<file path="src/mac_ctrl_pkg.sv">
// Constants, register map and types for the MAC reset, loopback and ECC control.
// Assumes a 10 MHz system clock and a Wishbone slave with 32-bit data.
package mac_ctrl_pkg;

   localparam int CLK_PERIOD_NS = 100;
   localparam int CLEAR_TIME_NS = 400;
   localparam int CLEAR_CYCLES  = (CLEAR_TIME_NS + CLK_PERIOD_NS - 1) / CLK_PERIOD_NS;
   localparam logic [2:0] CLEAR_CNT_INIT = 3'(CLEAR_CYCLES - 1);

   localparam logic [7:0] ADR_CMD    = 8'h00;
   localparam logic [7:0] ADR_STATUS = 8'h04;
   localparam logic [7:0] ADR_ADDRLO = 8'h08;
   localparam logic [7:0] ADR_ADDRHI = 8'h0C;
   localparam logic [7:0] ADR_THRESH = 8'h10;
   localparam logic [7:0] ADR_TXCNT  = 8'h14;
   localparam logic [7:0] ADR_RXCNT  = 8'h18;

   localparam int CMD_TRANSMIT_PATH_ENABLE = 0;
   localparam int CMD_RECEIVE_PATH_ENABLE = 1;
   localparam int CMD_LOOP   = 2;
   localparam int CMD_SWRST  = 3;

   localparam int ST_BUSY    = 0;
   localparam int ST_TX_RUN  = 1;
   localparam int ST_RX_RUN  = 2;
   localparam int ST_LINE_OK = 3;
   localparam int ST_ECC_LSB = 4;

   localparam logic [31:0] REG_RESET = 32'h0000_0000;

   // Tx FIFO, rx FIFO, retransmit buffer, statistics, multicast hash
   localparam int ECC_MEM_COUNT = 5;
   localparam int ECC_DATA_W    = 8;
   localparam int ECC_CW_W      = 13;
   localparam logic [1:0] ECC_OK    = 2'h0;
   localparam logic [1:0] ECC_FIXED = 2'h1;
   localparam logic [1:0] ECC_FATAL = 2'h2;

   typedef enum logic [1:0] {
      SEQ_IDLE  = 2'h0,
      SEQ_DRAIN = 2'h1,
      SEQ_CLEAR = 2'h2,
      SEQ_DONE  = 2'h3
   } seq_state_type;

endpackage : mac_ctrl_pkg

</file>
<file path="src/soft_reset_if.sv">
// Handshake between the register block and the soft reset sequencer.
// Assumes both ends run on the same clock.
`timescale 1ns/100ps
`default_nettype none
interface soft_reset_if;
   logic start;
   logic tx_busy;
   logic rx_busy;
   logic line_ok;
   logic busy;
   logic done;
   logic flush;
   logic stats_clear;
   modport seq  (input start, tx_busy, rx_busy, line_ok,
                 output busy, done, flush, stats_clear);
   modport ctrl (output start, tx_busy, rx_busy, line_ok,
                 input busy, done, flush, stats_clear);
endinterface : soft_reset_if
`default_nettype wire

</file>
<file path="src/mac_rst_loop_ctrl.sv">
// Overview of operation
// - Soft reset request self-clears when sequence ends
// - Soft reset stops paths, flushes, clears counters
// - Soft reset keeps configuration registers unchanged
// - Enables cleared; paths stop after current frame
// - Hardware reset clears all logic
// - Loopback feeds transmit output into receive
// - ECC detects double, corrects single errors
// - ECC covers FIFOs, retransmit, counters, hash
// - One two-bit ECC status output, ORed over all channels
// - Counters not cleared without line clocks
//
// Top of the MAC reset, loopback and ECC control, Wishbone classic slave.
// Assumes a single 10 MHz clock; PHY receive pins and line status are
// asynchronous and synchronised here; MAC side signals share the clock.
//
// Design decisions made here: the address map and register access over Wishbone.
`timescale 1ns/100ps
`default_nettype none
module mac_rst_loop_ctrl (
   input  wire logic                                    clk_i,
   input  wire logic                                    rst_i,
   input  wire logic                                    wb_cyc_i,
   input  wire logic                                    wb_stb_i,
   input  wire logic                                    wb_we_i,
   input  wire logic [7:0]                              wb_adr_i,
   input  wire logic [3:0]                              wb_sel_i,
   input  wire logic [31:0]                             wb_dat_i,
   output logic      [31:0]                             wb_dat_o,
   output logic                                         wb_ack_o,
   input  wire logic [7:0]                              mac_txd_i,
   input  wire logic                                    mac_tx_en_i,
   input  wire logic                                    mac_tx_er_i,
   output logic      [7:0]                              phy_txd_o,
   output logic                                         phy_tx_en_o,
   output logic                                         phy_tx_er_o,
   input  wire logic [7:0]                              phy_rxd_i,
   input  wire logic                                    phy_rx_dv_i,
   input  wire logic                                    phy_rx_er_i,
   output logic      [7:0]                              mac_rxd_o,
   output logic                                         mac_rx_dv_o,
   output logic                                         mac_rx_er_o,
   input  wire logic                                    line_clk_ok_i,
   output logic                                         fifo_flush_o,
   output logic                                         stats_clear_o,
   output logic      [47:0]                             station_addr_o,
   output logic      [15:0]                             fifo_thresh_o,
   input  wire logic [mac_ctrl_pkg::ECC_MEM_COUNT-1:0]
                     [mac_ctrl_pkg::ECC_CW_W-1:0]        ecc_cw_i,
   output logic      [mac_ctrl_pkg::ECC_MEM_COUNT-1:0]
                     [mac_ctrl_pkg::ECC_DATA_W-1:0]      ecc_data_o,
   output logic      [1:0]                              ecc_status_o
);

   typedef struct packed {
      logic        transmit_path_enable;
      logic        receive_path_enable;
      logic        loop;
      logic        sw_req;
      logic [47:0] mac_addr;
      logic [15:0] thresh;
      logic [31:0] tx_cnt;
      logic [31:0] rx_cnt;
      logic        tx_run;
      logic        rx_run;
      logic [9:0]  rx_s1;
      logic [9:0]  rx_s2;
      logic        lok_s1;
      logic        lok_s2;
      logic [9:0]  phy_tx;
      logic [9:0]  mac_rx;
      logic        ack;
      logic [31:0] dat;
      logic        flush;
      logic        sclr;
   } ctrl_reg_type;

   ctrl_reg_type q;
   ctrl_reg_type d;
   soft_reset_if rc ();

   logic        req;
   logic        wr;
   logic [7:0]  adr_w;
   logic        tx_go;
   logic        rx_go;
   logic [9:0]  rx_src;
   logic [31:0] cmd_w;
   logic [31:0] wv;
   logic [1:0]  ecc_st;

   function automatic logic [31:0] merge(input logic [31:0] old_v,
                                         input logic [31:0] new_v,
                                         input logic [3:0]  sel);
      logic [31:0] r;
      r = old_v;
      for (int b = 0; b < 4; b++) begin
         if (sel[b]) r[8*b +: 8] = new_v[8*b +: 8];
      end
      return r;
   endfunction : merge

   soft_reset_seq u_seq (
      .clk_i (clk_i),
      .rst_i (rst_i),
      .ctl   (rc.seq)
   );

   ecc_monitor u_ecc (
      .clk_i    (clk_i),
      .rst_i    (rst_i),
      .cw_i     (ecc_cw_i),
      .data_o   (ecc_data_o),
      .status_o (ecc_st)
   );

   assign rc.start   = q.sw_req;
   assign rc.tx_busy = q.tx_run;
   assign rc.rx_busy = q.rx_run;
   assign rc.line_ok = q.lok_s2;

   always_comb begin
      d      = q;
      req    = wb_cyc_i & wb_stb_i;
      adr_w  = {wb_adr_i[7:2], 2'b00};
      // Writes commit on the edge that the master samples ack
      wr     = req & wb_we_i & q.ack;
      d.ack  = req & ~q.ack;
      cmd_w  = cmd_word(q);
      wv     = 32'h0000_0000;
      d.dat  = 32'h0000_0000;

      if (req & ~q.ack & ~wb_we_i) begin
         case (adr_w)
            mac_ctrl_pkg::ADR_CMD:    d.dat = cmd_w;
            mac_ctrl_pkg::ADR_STATUS: begin
               d.dat[mac_ctrl_pkg::ST_BUSY]    = rc.busy;
               d.dat[mac_ctrl_pkg::ST_TX_RUN]  = q.tx_run;
               d.dat[mac_ctrl_pkg::ST_RX_RUN]  = q.rx_run;
               d.dat[mac_ctrl_pkg::ST_LINE_OK] = q.lok_s2;
               d.dat[mac_ctrl_pkg::ST_ECC_LSB +: 2] = ecc_st;
            end
            mac_ctrl_pkg::ADR_ADDRLO: d.dat = q.mac_addr[31:0];
            mac_ctrl_pkg::ADR_ADDRHI: d.dat = {16'h0000, q.mac_addr[47:32]};
            mac_ctrl_pkg::ADR_THRESH: d.dat = {16'h0000, q.thresh};
            mac_ctrl_pkg::ADR_TXCNT:  d.dat = q.tx_cnt;
            mac_ctrl_pkg::ADR_RXCNT:  d.dat = q.rx_cnt;
            default:                  d.dat = 32'h0000_0000;
         endcase
      end

      // Request drops only when the sequence ends; a new set wins
      if (rc.done) d.sw_req = 1'b0;
      if (wr) begin
         case (adr_w)
            mac_ctrl_pkg::ADR_CMD: begin
               wv       = merge(cmd_w, wb_dat_i, wb_sel_i);
               d.transmit_path_enable = wv[mac_ctrl_pkg::CMD_TRANSMIT_PATH_ENABLE];
               d.receive_path_enable = wv[mac_ctrl_pkg::CMD_RECEIVE_PATH_ENABLE];
               d.loop   = wv[mac_ctrl_pkg::CMD_LOOP];
               // Only a written one arms; a masked lane must not re-arm at done
               d.sw_req = d.sw_req | (wb_sel_i[0] & wb_dat_i[mac_ctrl_pkg::CMD_SWRST]);
            end
            mac_ctrl_pkg::ADR_ADDRLO: begin
               d.mac_addr[31:0] = merge(q.mac_addr[31:0], wb_dat_i, wb_sel_i);
            end
            mac_ctrl_pkg::ADR_ADDRHI: begin
               wv = merge({16'h0000, q.mac_addr[47:32]}, wb_dat_i, wb_sel_i);
               d.mac_addr[47:32] = wv[15:0];
            end
            mac_ctrl_pkg::ADR_THRESH: begin
               wv       = merge({16'h0000, q.thresh}, wb_dat_i, wb_sel_i);
               d.thresh = wv[15:0];
            end
            default: begin
               wv = 32'h0000_0000;
            end
         endcase
      end
      // Enables held low for the whole sequence, re-armed only by software
      if (d.sw_req | rc.busy) begin
         d.transmit_path_enable = 1'b0;
         d.receive_path_enable = 1'b0;
      end

      // A frame already started runs to its end
      tx_go    = mac_tx_en_i & (q.tx_run | q.transmit_path_enable);
      d.tx_run = tx_go;
      d.phy_tx = tx_go ? {1'b1, mac_tx_er_i, mac_txd_i} : 10'h000;

      d.rx_s1  = {phy_rx_dv_i, phy_rx_er_i, phy_rxd_i};
      d.rx_s2  = q.rx_s1;
      d.lok_s1 = line_clk_ok_i;
      d.lok_s2 = q.lok_s1;
      // Loopback takes the registered transmit pins and skips the two receive synchroniser stages
      rx_src   = q.loop ? q.phy_tx : q.rx_s2;
      rx_go    = rx_src[9] & (q.rx_run | q.receive_path_enable);
      d.rx_run = rx_go;
      d.mac_rx = rx_go ? rx_src : 10'h000;

      if (q.tx_run & ~tx_go) d.tx_cnt = q.tx_cnt + 32'h0000_0001;
      if (q.rx_run & ~rx_go) d.rx_cnt = q.rx_cnt + 32'h0000_0001;
      // Station address and threshold are not touched here
      if (rc.stats_clear) begin
         d.tx_cnt = 32'h0000_0000;
         d.rx_cnt = 32'h0000_0000;
      end
      d.flush = rc.flush;
      d.sclr  = rc.stats_clear;
   end

   function automatic logic [31:0] cmd_word(input ctrl_reg_type s);
      logic [31:0] r;
      r = mac_ctrl_pkg::REG_RESET;
      r[mac_ctrl_pkg::CMD_TRANSMIT_PATH_ENABLE] = s.transmit_path_enable;
      r[mac_ctrl_pkg::CMD_RECEIVE_PATH_ENABLE] = s.receive_path_enable;
      r[mac_ctrl_pkg::CMD_LOOP]   = s.loop;
      r[mac_ctrl_pkg::CMD_SWRST]  = s.sw_req;
      return r;
   endfunction : cmd_word

   always_ff @(posedge clk_i) begin
      if (rst_i) q <= '0;
      else       q <= d;
   end

   assign wb_dat_o       = q.dat;
   assign wb_ack_o       = q.ack;
   assign phy_txd_o      = q.phy_tx[7:0];
   assign phy_tx_er_o    = q.phy_tx[8];
   assign phy_tx_en_o    = q.phy_tx[9];
   assign mac_rxd_o      = q.mac_rx[7:0];
   assign mac_rx_er_o    = q.mac_rx[8];
   assign mac_rx_dv_o    = q.mac_rx[9];
   assign fifo_flush_o   = q.flush;
   assign stats_clear_o  = q.sclr;
   assign station_addr_o = q.mac_addr;
   assign fifo_thresh_o  = q.thresh;
   assign ecc_status_o   = ecc_st;
endmodule : mac_rst_loop_ctrl
`default_nettype wire

</file>
<file path="src/soft_reset_seq.sv">
// Soft reset sequencer: drain frames, flush buffers, clear counters, finish.
// Assumes start stays high until done has been seen.
`timescale 1ns/100ps
`default_nettype none
module soft_reset_seq (
   input  wire logic   clk_i,
   input  wire logic   rst_i,
   soft_reset_if.seq   ctl
);

   typedef struct packed {
      mac_ctrl_pkg::seq_state_type st;
      logic [2:0]                  cnt;
      logic                        flush;
      logic                        clr;
      logic                        done;
   } seq_reg_type;

   seq_reg_type q;
   seq_reg_type d;

   always_comb begin
      d      = q;
      d.done = 1'b0;
      case (q.st)
         mac_ctrl_pkg::SEQ_IDLE: begin
            if (ctl.start) d.st = mac_ctrl_pkg::SEQ_DRAIN;
         end
         mac_ctrl_pkg::SEQ_DRAIN: begin
            // Current frames finish before anything is flushed
            if (!ctl.tx_busy && !ctl.rx_busy) begin
               d.st  = mac_ctrl_pkg::SEQ_CLEAR;
               d.cnt = mac_ctrl_pkg::CLEAR_CNT_INIT;
            end
         end
         mac_ctrl_pkg::SEQ_CLEAR: begin
            if (q.cnt == 3'h0) begin
               d.st   = mac_ctrl_pkg::SEQ_DONE;
               d.done = 1'b1;
            end else begin
               d.cnt = q.cnt - 3'h1;
            end
         end
         mac_ctrl_pkg::SEQ_DONE: begin
            d.st = mac_ctrl_pkg::SEQ_IDLE;
         end
         default: begin
            d.st = mac_ctrl_pkg::SEQ_IDLE;
         end
      endcase
      d.flush = (d.st == mac_ctrl_pkg::SEQ_CLEAR);
      // Counters live on line clocks; without them the clear is skipped
      d.clr   = d.flush & ctl.line_ok;
   end

   always_ff @(posedge clk_i) begin
      if (rst_i) q <= '0;
      else       q <= d;
   end

   assign ctl.busy        = (q.st != mac_ctrl_pkg::SEQ_IDLE);
   assign ctl.done        = q.done;
   assign ctl.flush       = q.flush;
   assign ctl.stats_clear = q.clr;
endmodule : soft_reset_seq
`default_nettype wire

</file>
<file path="src/ecc_monitor.sv">
// SECDED checker for the protected memories: corrects single, flags double errors.
// Assumes codewords arrive with overall parity in bit 0, Hamming bits 1..12.
`timescale 1ns/100ps
`default_nettype none
module ecc_monitor (
   input  wire logic                                    clk_i,
   input  wire logic                                    rst_i,
   input  wire logic [mac_ctrl_pkg::ECC_MEM_COUNT-1:0]
                     [mac_ctrl_pkg::ECC_CW_W-1:0]        cw_i,
   output logic      [mac_ctrl_pkg::ECC_MEM_COUNT-1:0]
                     [mac_ctrl_pkg::ECC_DATA_W-1:0]      data_o,
   output logic      [1:0]                              status_o
);

   typedef struct packed {
      logic [mac_ctrl_pkg::ECC_MEM_COUNT-1:0][mac_ctrl_pkg::ECC_DATA_W-1:0] data;
      logic [1:0]                                                            st;
   } ecc_reg_type;

   ecc_reg_type q;
   ecc_reg_type d;
   logic [mac_ctrl_pkg::ECC_MEM_COUNT-1:0] par;

   function automatic logic [9:0] secded_fix(input logic [12:0] cw);
      logic [3:0]  s;
      logic [12:0] c;
      logic [1:0]  st;
      s  = 4'h0;
      c  = cw;
      st = mac_ctrl_pkg::ECC_OK;
      for (int i = 1; i < 13; i++) begin
         if (cw[i]) s = s ^ 4'(i);
      end
      if (^cw) begin
         if (s < 4'hD) begin
            st   = mac_ctrl_pkg::ECC_FIXED;
            c[s] = ~c[s];
         end else begin
            st = mac_ctrl_pkg::ECC_FATAL;
         end
      end else if (s != 4'h0) begin
         st = mac_ctrl_pkg::ECC_FATAL;
      end
      return {st, c[12], c[11], c[10], c[9], c[7], c[6], c[5], c[3]};
   endfunction : secded_fix

   always_comb begin
      logic [9:0] r;
      r    = 10'h000;
      d    = q;
      d.st = mac_ctrl_pkg::ECC_OK;
      for (int m = 0; m < mac_ctrl_pkg::ECC_MEM_COUNT; m++) begin
         r         = secded_fix(cw_i[m]);
         d.data[m] = r[7:0];
         d.st      = d.st | r[9:8];
      end
   end

   always_comb begin
      for (int m = 0; m < mac_ctrl_pkg::ECC_MEM_COUNT; m++) par[m] = ^cw_i[m];
   end

   always_ff @(posedge clk_i) begin
      if (rst_i) q <= '0;
      else       q <= d;
   end

   assign data_o   = q.data;
   assign status_o = q.st;
endmodule : ecc_monitor
`default_nettype wire

</file>
<file path="config.mk">
export PLATFORM = sky130hd
export DESIGN_NAME = mac_rst_loop_ctrl
export DESIGN_NICKNAME = d
export VERILOG_FILES = /design/src/mac_ctrl_pkg.sv /design/src/soft_reset_if.sv /design/src/mac_rst_loop_ctrl.sv /design/src/soft_reset_seq.sv /design/src/ecc_monitor.sv
export SDC_FILE = /design/constraint.sdc
export NUM_CORES = 1
export LEC_CHECK = 0
export BUFFER_PORTS_ARGS = -buffer_cell sky130_fd_sc_hd__clkbuf_2
export CELL_PAD_IN_SITES_DETAIL_PLACEMENT = 1
export CELL_PAD_IN_SITES_GLOBAL_PLACEMENT = 2
export CORE_MARGIN = 2
export CORE_UTILIZATION = 30
export DETAILED_ROUTE_END_ITERATION = 8
export PLACE_DENSITY_LB_ADDON = 0.1
export SYNTH_ARGS = -nofsm -noshare
export SYNTH_HDL_FRONTEND = slang
export SYNTH_SLANG_ARGS = --single-unit
</file>
<file path="constraint.sdc">
create_clock -name clk_i -period 2.3 [get_ports clk_i]
set_clock_uncertainty 0.15 [all_clocks]
set_input_delay 0 -clock clk_i [delete_from_list [all_inputs] [get_ports clk_i]]
set_output_delay 0 -clock clk_i [all_outputs]
set_load 0.02 [all_outputs]
</file>
# --- After elaboration in Yosys (flattened, before gate mapping) ---
# Cells that the tools add are included.
word_totals:
  register_bits: 261
  n_memories: 0
  rom_bits: 0
  word_cells: 327
  ramBits: 0
  latch_bits: 0
  output_inout_bits: 161
op_classes:
  div: 0
  add_sub_neg: 3
  n_mul: 0
  n_lt_le_gt_ge: 15
  muxes: 135
  shift: 0
  bitwise: 85
  reduce_logical: 39
  eq_ne: 12
op_table:
  columns: ["operator", "count"]
  rows:
  - ["2-to-1 mux 13 bit", 10]
  - ["case mux 26 bit (5 select lines)", 1]
  - ["2-to-1 mux 4 bit", 25]
  - ["bitwise mux 13 bit", 5]
  - ["2-to-1 mux 65 bit", 1]
  - ["XOR reduction 13 bit", 5]
  - ["adder 32 x 1 -> 32 bit (second input constant)", 2]
  - ["2-to-1 mux 8 bit", 8]
  - ["2-to-1 mux 3 bit", 21]
  - ["NOT 2 bit", 30]
  - ["2-to-1 mux 2 bit", 27]
  - ["case mux 6 bit (7 select lines)", 1]
  - ["2-to-1 mux 16 bit", 2]
  - ["2-to-1 mux 32 bit", 1]
  - ["NOT 3 bit", 10]
  - ["AND reduction 3 bit", 10]
  - ["< comparator 4 x 5 -> 1 bit (second input constant)", 5]
  - ["binary-select mux 1 bit (select 4 bit)", 5]
  - ["demux 1 bit (select 4 bit)", 5]
  - ["greater-or-equal comparator 4 x 1 -> 1 bit (second input constant)", 5]
  - ["< comparator 4 bit (second input constant)", 5]
  - ["2-to-1 mux 10 bit", 2]
  - ["nonzero test 4 bit", 5]
  - ["equality test 6 x 3 -> 1 bit (second input constant)", 3]
  - ["other kinds (23)", 95]

# --- Longest topological paths before layout ---
depth:
  word_depth: 27
  ltp_mapped: 9
  depth_no_buf: 8

# --- Modules after synthesis ---
# A second synthesis with hierarchy kept.
hier_totals:
  hier_cells: 1607
  hier_area_um2: 14058.5
modules_own_cells:
  columns: ["mod", "area_per_inst_um2", "cells_per_inst", "seq_area_each_um2", "instances"]
  rows:
  - ["mac_rst_loop_ctrl", 9387.8, 1032, 4204.0, 1]
  - ["ecc_monitor", 4286.6, 540, 840.8, 1]
  - ["soft_reset_seq", 384.1, 35, 160.2, 1]

# --- Worst setup path after synthesis ---
# OpenSTA, ideal clock, no wires.
synth_path:
  path_kind: "reg2reg"
  start: "reg q, in the netlist rc.tx_busy"
  end: "reg q[137] (netlist bit)"
  stages_incl_launch_ff: 9
  synth_period_minus_slack_ns: 2.320
  required_ns: 2.079
  setup_time_ns: 0.071
  setup_slack_ns: -0.020
  arrival_time_ns: 2.099
  path_cell_list: "dfxtp_1 nor2b_1 buf_2 and4_1 nand2_1 or2_2 clkbuf_1 or3_1 a21oi_1"
synth_via:
  elab_chain_cells: 4
synth_lines:
  columns: ["element", "line_no", "text"]
  rows:
  - ["start: declaration", "mac_rst_loop_ctrl.sv:78", "ctrl_reg_type q;"]
  - ["start signal: assignment", "mac_rst_loop_ctrl.sv:223", "if (rst_i) q <= '0;"]
  - ["start signal: assignment", "mac_rst_loop_ctrl.sv:224", "else q <= d;"]
  - ["OR 1 bit", "mac_rst_loop_ctrl.sv:187", "tx_go = mac_tx_en_i & (q.tx_run | q.transmit_path_enable);"]
  - ["bitwise AND 1 bit", "mac_rst_loop_ctrl.sv:187", null]
  - ["NOT 1 bit (no source line)", null, null]
  - ["bitwise AND 1 bit (*)", "mac_rst_loop_ctrl.sv:201", "if (q.tx_run & ~tx_go) d.tx_cnt = q.tx_cnt + 32'h0000_0001;"]
# Mark *: on every way between the ends. The rest lies on a longest branch, timed or not.
# A chain may end at the register's enable or synchronous reset.

# --- Final worst setup path ---
layout_path:
  start: "reg q, in the netlist cmd_w[2]"
  end: "reg q[109] (netlist bit)"
layout_via:
  elab_chain_cells: 4
layout_lines:
  columns: ["element", "line_no", "text"]
  rows:
  - ["2-to-1 mux 10 bit", "mac_rst_loop_ctrl.sv:196", "rx_src = q.loop ? q.phy_tx : q.rx_s2;"]
  - ["bitwise AND 1 bit", "mac_rst_loop_ctrl.sv:197", "rx_go = rx_src[9] & (q.rx_run | q.receive_path_enable);"]
  - ["NOT 1 bit (no source line)", null, null]
  - ["bitwise AND 1 bit", "mac_rst_loop_ctrl.sv:202", "if (q.rx_run & ~rx_go) d.rx_cnt = q.rx_cnt + 32'h0000_0001;"]
# No other way between the ends.

==> results.toml <==
[place]
gp_congestion = 0.800
dp_slack_ns = -0.0366
dp_hpwl_um = 34300
port_buffers = 293
place_inst = 2372
placed_area_mm2 = 0.0159

[hold_path]
hold_class = "in -> reg"

[clock_tree]
htreeDepth = 2
cts_tree = "done"
clk_latency_ns = 0.55
numCtsBuffers = 35
clockBufferDepth = 3
clock-sinks = 260
clk_pin_slew_ns = 0.06
cts_root_buffer = "clkbuf_16"

[global_routing]
grt_pass1_vias = 12900
gr-total-overflow = 0
antenna_found_initial = 1
grt_use_total_pct = 19.2
grt_pass1_wl_um = 72000
grt_max_degree = 77

[pwr]
internal-power_uw = 9350
p_sw_share_pct = 29.7
p_clk_share_pct = 39.9
switchingPower_uw = 3950
p_seq_share_pct = 35.1
comb_power_share_pct = 25.0
power.density_mw_per_mm2 = 718
power.leakage_uw = 0.00823
design_power_total_uw = 13300
peakVddDrop_v = 0.000470

[critical_path]
cp.required_ns = 2.55
cp-start-kind = "flop"
crit_path_end_kind = "flop"
path_max_fanout = 5
crit_type = "reg -> reg"
arrival_ns = 2.49
r2r_setup_slack_ns = 0.06

[sta]
worst_slew_pin_slew_ns = 0.882
timing.final.crit_share_pct = 97.6
final.min_clock_period_ns = 2.24
rsz0062_at_grt = "yes"
slew_headroom_pct = 41.2
maxSlewViolCount = 0
setup_viol = 0
tns_ns = 0
hold_violations = 0
max_freq_mhz = 445
setup_slack_ns = 0.0551

[detailed_routing]
wl_per_cell_um = 18.3
dr.first_iter.drc_count = 501
drc = 0
first_pass_iters = 6
vias_per_cell = 4.82
finalWirelength_um = 46800
vias = 12300
ant_nets = 0

[layout]
syn2layout_area_growth_pct = 33.8
stdcell_count = 2560
n_fill_cell = 5294
fin_area_mm2 = 0.0185
fin_nets = 2085
layout-drive-gt1-share_pct = 28.1

[floorplan]
die_area_mm2 = 0.0479
chipWidth_um = 219
ios = 296
die_h_um = 219
fp-row-count = 78
core_area_mm2 = 0.0455
start_util_pct = 30.4

[synth]
synth_xor_area_share_pct = 13.4
syn_nets = 1680
ys_warn_count = 0
synth.largest_area_cell = "dfxtp_1"
synthAdderAreaFrac_pct = 0.723
synthDistinctLibCells = 75
ys_ff_latch = 260
synth_top_family_by_area = "simple AND/OR/NAND/NOR gates"
synth.avg_cell_area_um2 = 9.01
yosys-top-cells-area = "dfxtp_1, mux2i_1, nor2_1, buf_4, xnor2_1"
synth.area.mux_share_pct = 9.54
synthSimpleGateAreaFrac_pct = 18.5
synth_edf_count = 0
syn_area_mm2 = 0.0138
synthCells = 1537
yosysSeqAreaShare_pct = 37.6
synth_ff_type = "dfxtp_1"
synth_compound_area_share_pct = 11.8
async_flop_share_pct = 0
synth_top_cell_area_share_pct = 37.6

[status]
outcome = "complete, no violations"

[flow_run]
drv_cap = 0
synthesized netlist by cell type, drive strengths merged (6+ instances only):
library cell,number
a31oi,7
nand2,82
nand2b,11
xnor2,80
mux2i,115
nor2,242
nor3b,8
buf,128
dfxtp,260
a221oi,15
clkbuf,52
nand4,8
xnor3,16
or2,7
and2,20
o211ai,14
a211oi,8
o22ai,8
o21ai,56
and3,28
nor2b,33
inv,14
nand3,45
a222oi,17
nor3,20
a21oi,69
nor4,6
or3,24
ha,8
xor2,64
layout make-up:
| cell class | count | area [µm²] | share of cell area (%) |
|---|---|---|---|
| tap | 600 | 751 | 4.05 |
| inverter | 14 | 52.6 | 0.284 |
| multi-input combinational | 1083 | 7680 | 41.5 |
| timing repair buffer | 548 | 3740 | 20.2 |
| antenna | 1 | 2.50 | 0.0135 |
| clock buffer | 46 | 967 | 5.22 |
| sequential | 260 | 5210 | 28.1 |
| clock inverter | 8 | 115 | 0.622 |
placed cells by master (no fill, tap or decap), types with 7 or more instances in the layout:
cell type,n
inv_1,14
dlygate4sd3_1,128
xnor2_1,50
nor2_1,240
a21oi_1,69
clkbuf_2,289
dfxtp_1,258
nor2b_1,31
o211ai_1,14
nand3_1,44
a31oi_1,7
xnor3_1,11
o21ai_0,49
ha_1,8
or3_1,24
xor2_1,59
xnor2_2,26
and3_1,27
a221oi_1,15
nand2_1,81
mux2i_1,113
a222oi_1,17
a211oi_1,7
o22ai_1,7
nand2b_1,11
and2_1,20
nor3b_1,7
clkbuf_16,35
buf_4,126
nor3_1,19
nand4_1,8
final timing paths:
kind	startpoint	end	cells after the start
hold / removal	ecc_cw_i[59]	u_ecc.data_o[35]	3
setup / recovery	cmd_w[2]	q[109]	9
hold reg to reg	d[64]	q[64]	1
setup reg to reg	cmd_w[2]	q[109]	9
metrics by stage:
step / hold WS (ns) / utilization [%]
floorplan: -0.0283 / -
global placement: 0.0500 / 34.9
detailed placement: 0.0575 / 34.9
CTS: 0.00693 / 40.2
global route: 0.0370 / 40.7
finish: 0.00456 / 40.7
what timing repair did:
| item | CTS | global route |
|---|---|---|
| hold buffers | 129 | 0 |
| setup endpoints to repair | 0 | 44 |
| buffers inserted | 0 | 6 |
| endpoints found under the hold margin | 147 | 0 |
| gates resized for setup | 0 | 40 |
state kept, by name, indices dropped and copies added, names as in the netlist, 2 cells and up:
| name | cells |
|---|---|
| station_addr_o | 48 |
| u_ecc.data_o | 40 |
| d | 11 |
| phy_txd_o | 8 |
| u_ecc.status_o | 2 |
| q | 74 |
| mac_rxd_o | 8 |
| fifo_thresh_o | 16 |
| cmd_w | 3 |
| u_seq.q | 5 |
| wb_dat_o | 32 |
power by group through the flow:
stage / Combinational (µW) / Clock (µW) / Sequential, µW
final: 3330 / 5300 / 4670
after CTS: 3250 / 5510 / 4670
after global routing: 3640 / 5700 / 4670
after detailed placement: 3070 / 0 / 4760
after global placement: 3040 / 0 / 4760
after floorplan: 1820 / 0 / 4840
worst max-delay path, stage by stage, from the launching register on:
cell and delay (ns):
dfxtp_2 0.34, mux2i_2 0.24, buf_4 0.17, nand4_1 0.14, nor4_1 0.32, buf_4 0.19, and3_4 0.19, nand4_1 0.12
xor2_1 0.19, nor2_1 0.05
kinds of logic after synthesis:
family          after synthesis
compound gates              245
xor+xnor                    162
fa+ha+maj                     8
buf+inv                     194
flops                       260
mux                         125
simple gates                543
routing by layer:
layer / vias up / GRT usage (%) / routed length [µm]
met5: - / 0 / 8
met4: 2 / 5.83 / 1250
met3: 74 / 3.98 / 1920
met2: 206 / 34.2 / 23400
met1: 6000 / 23.2 / 20300
li1: 6046 / - / -
No activity file was read; power rests on OpenSTA's default activity.
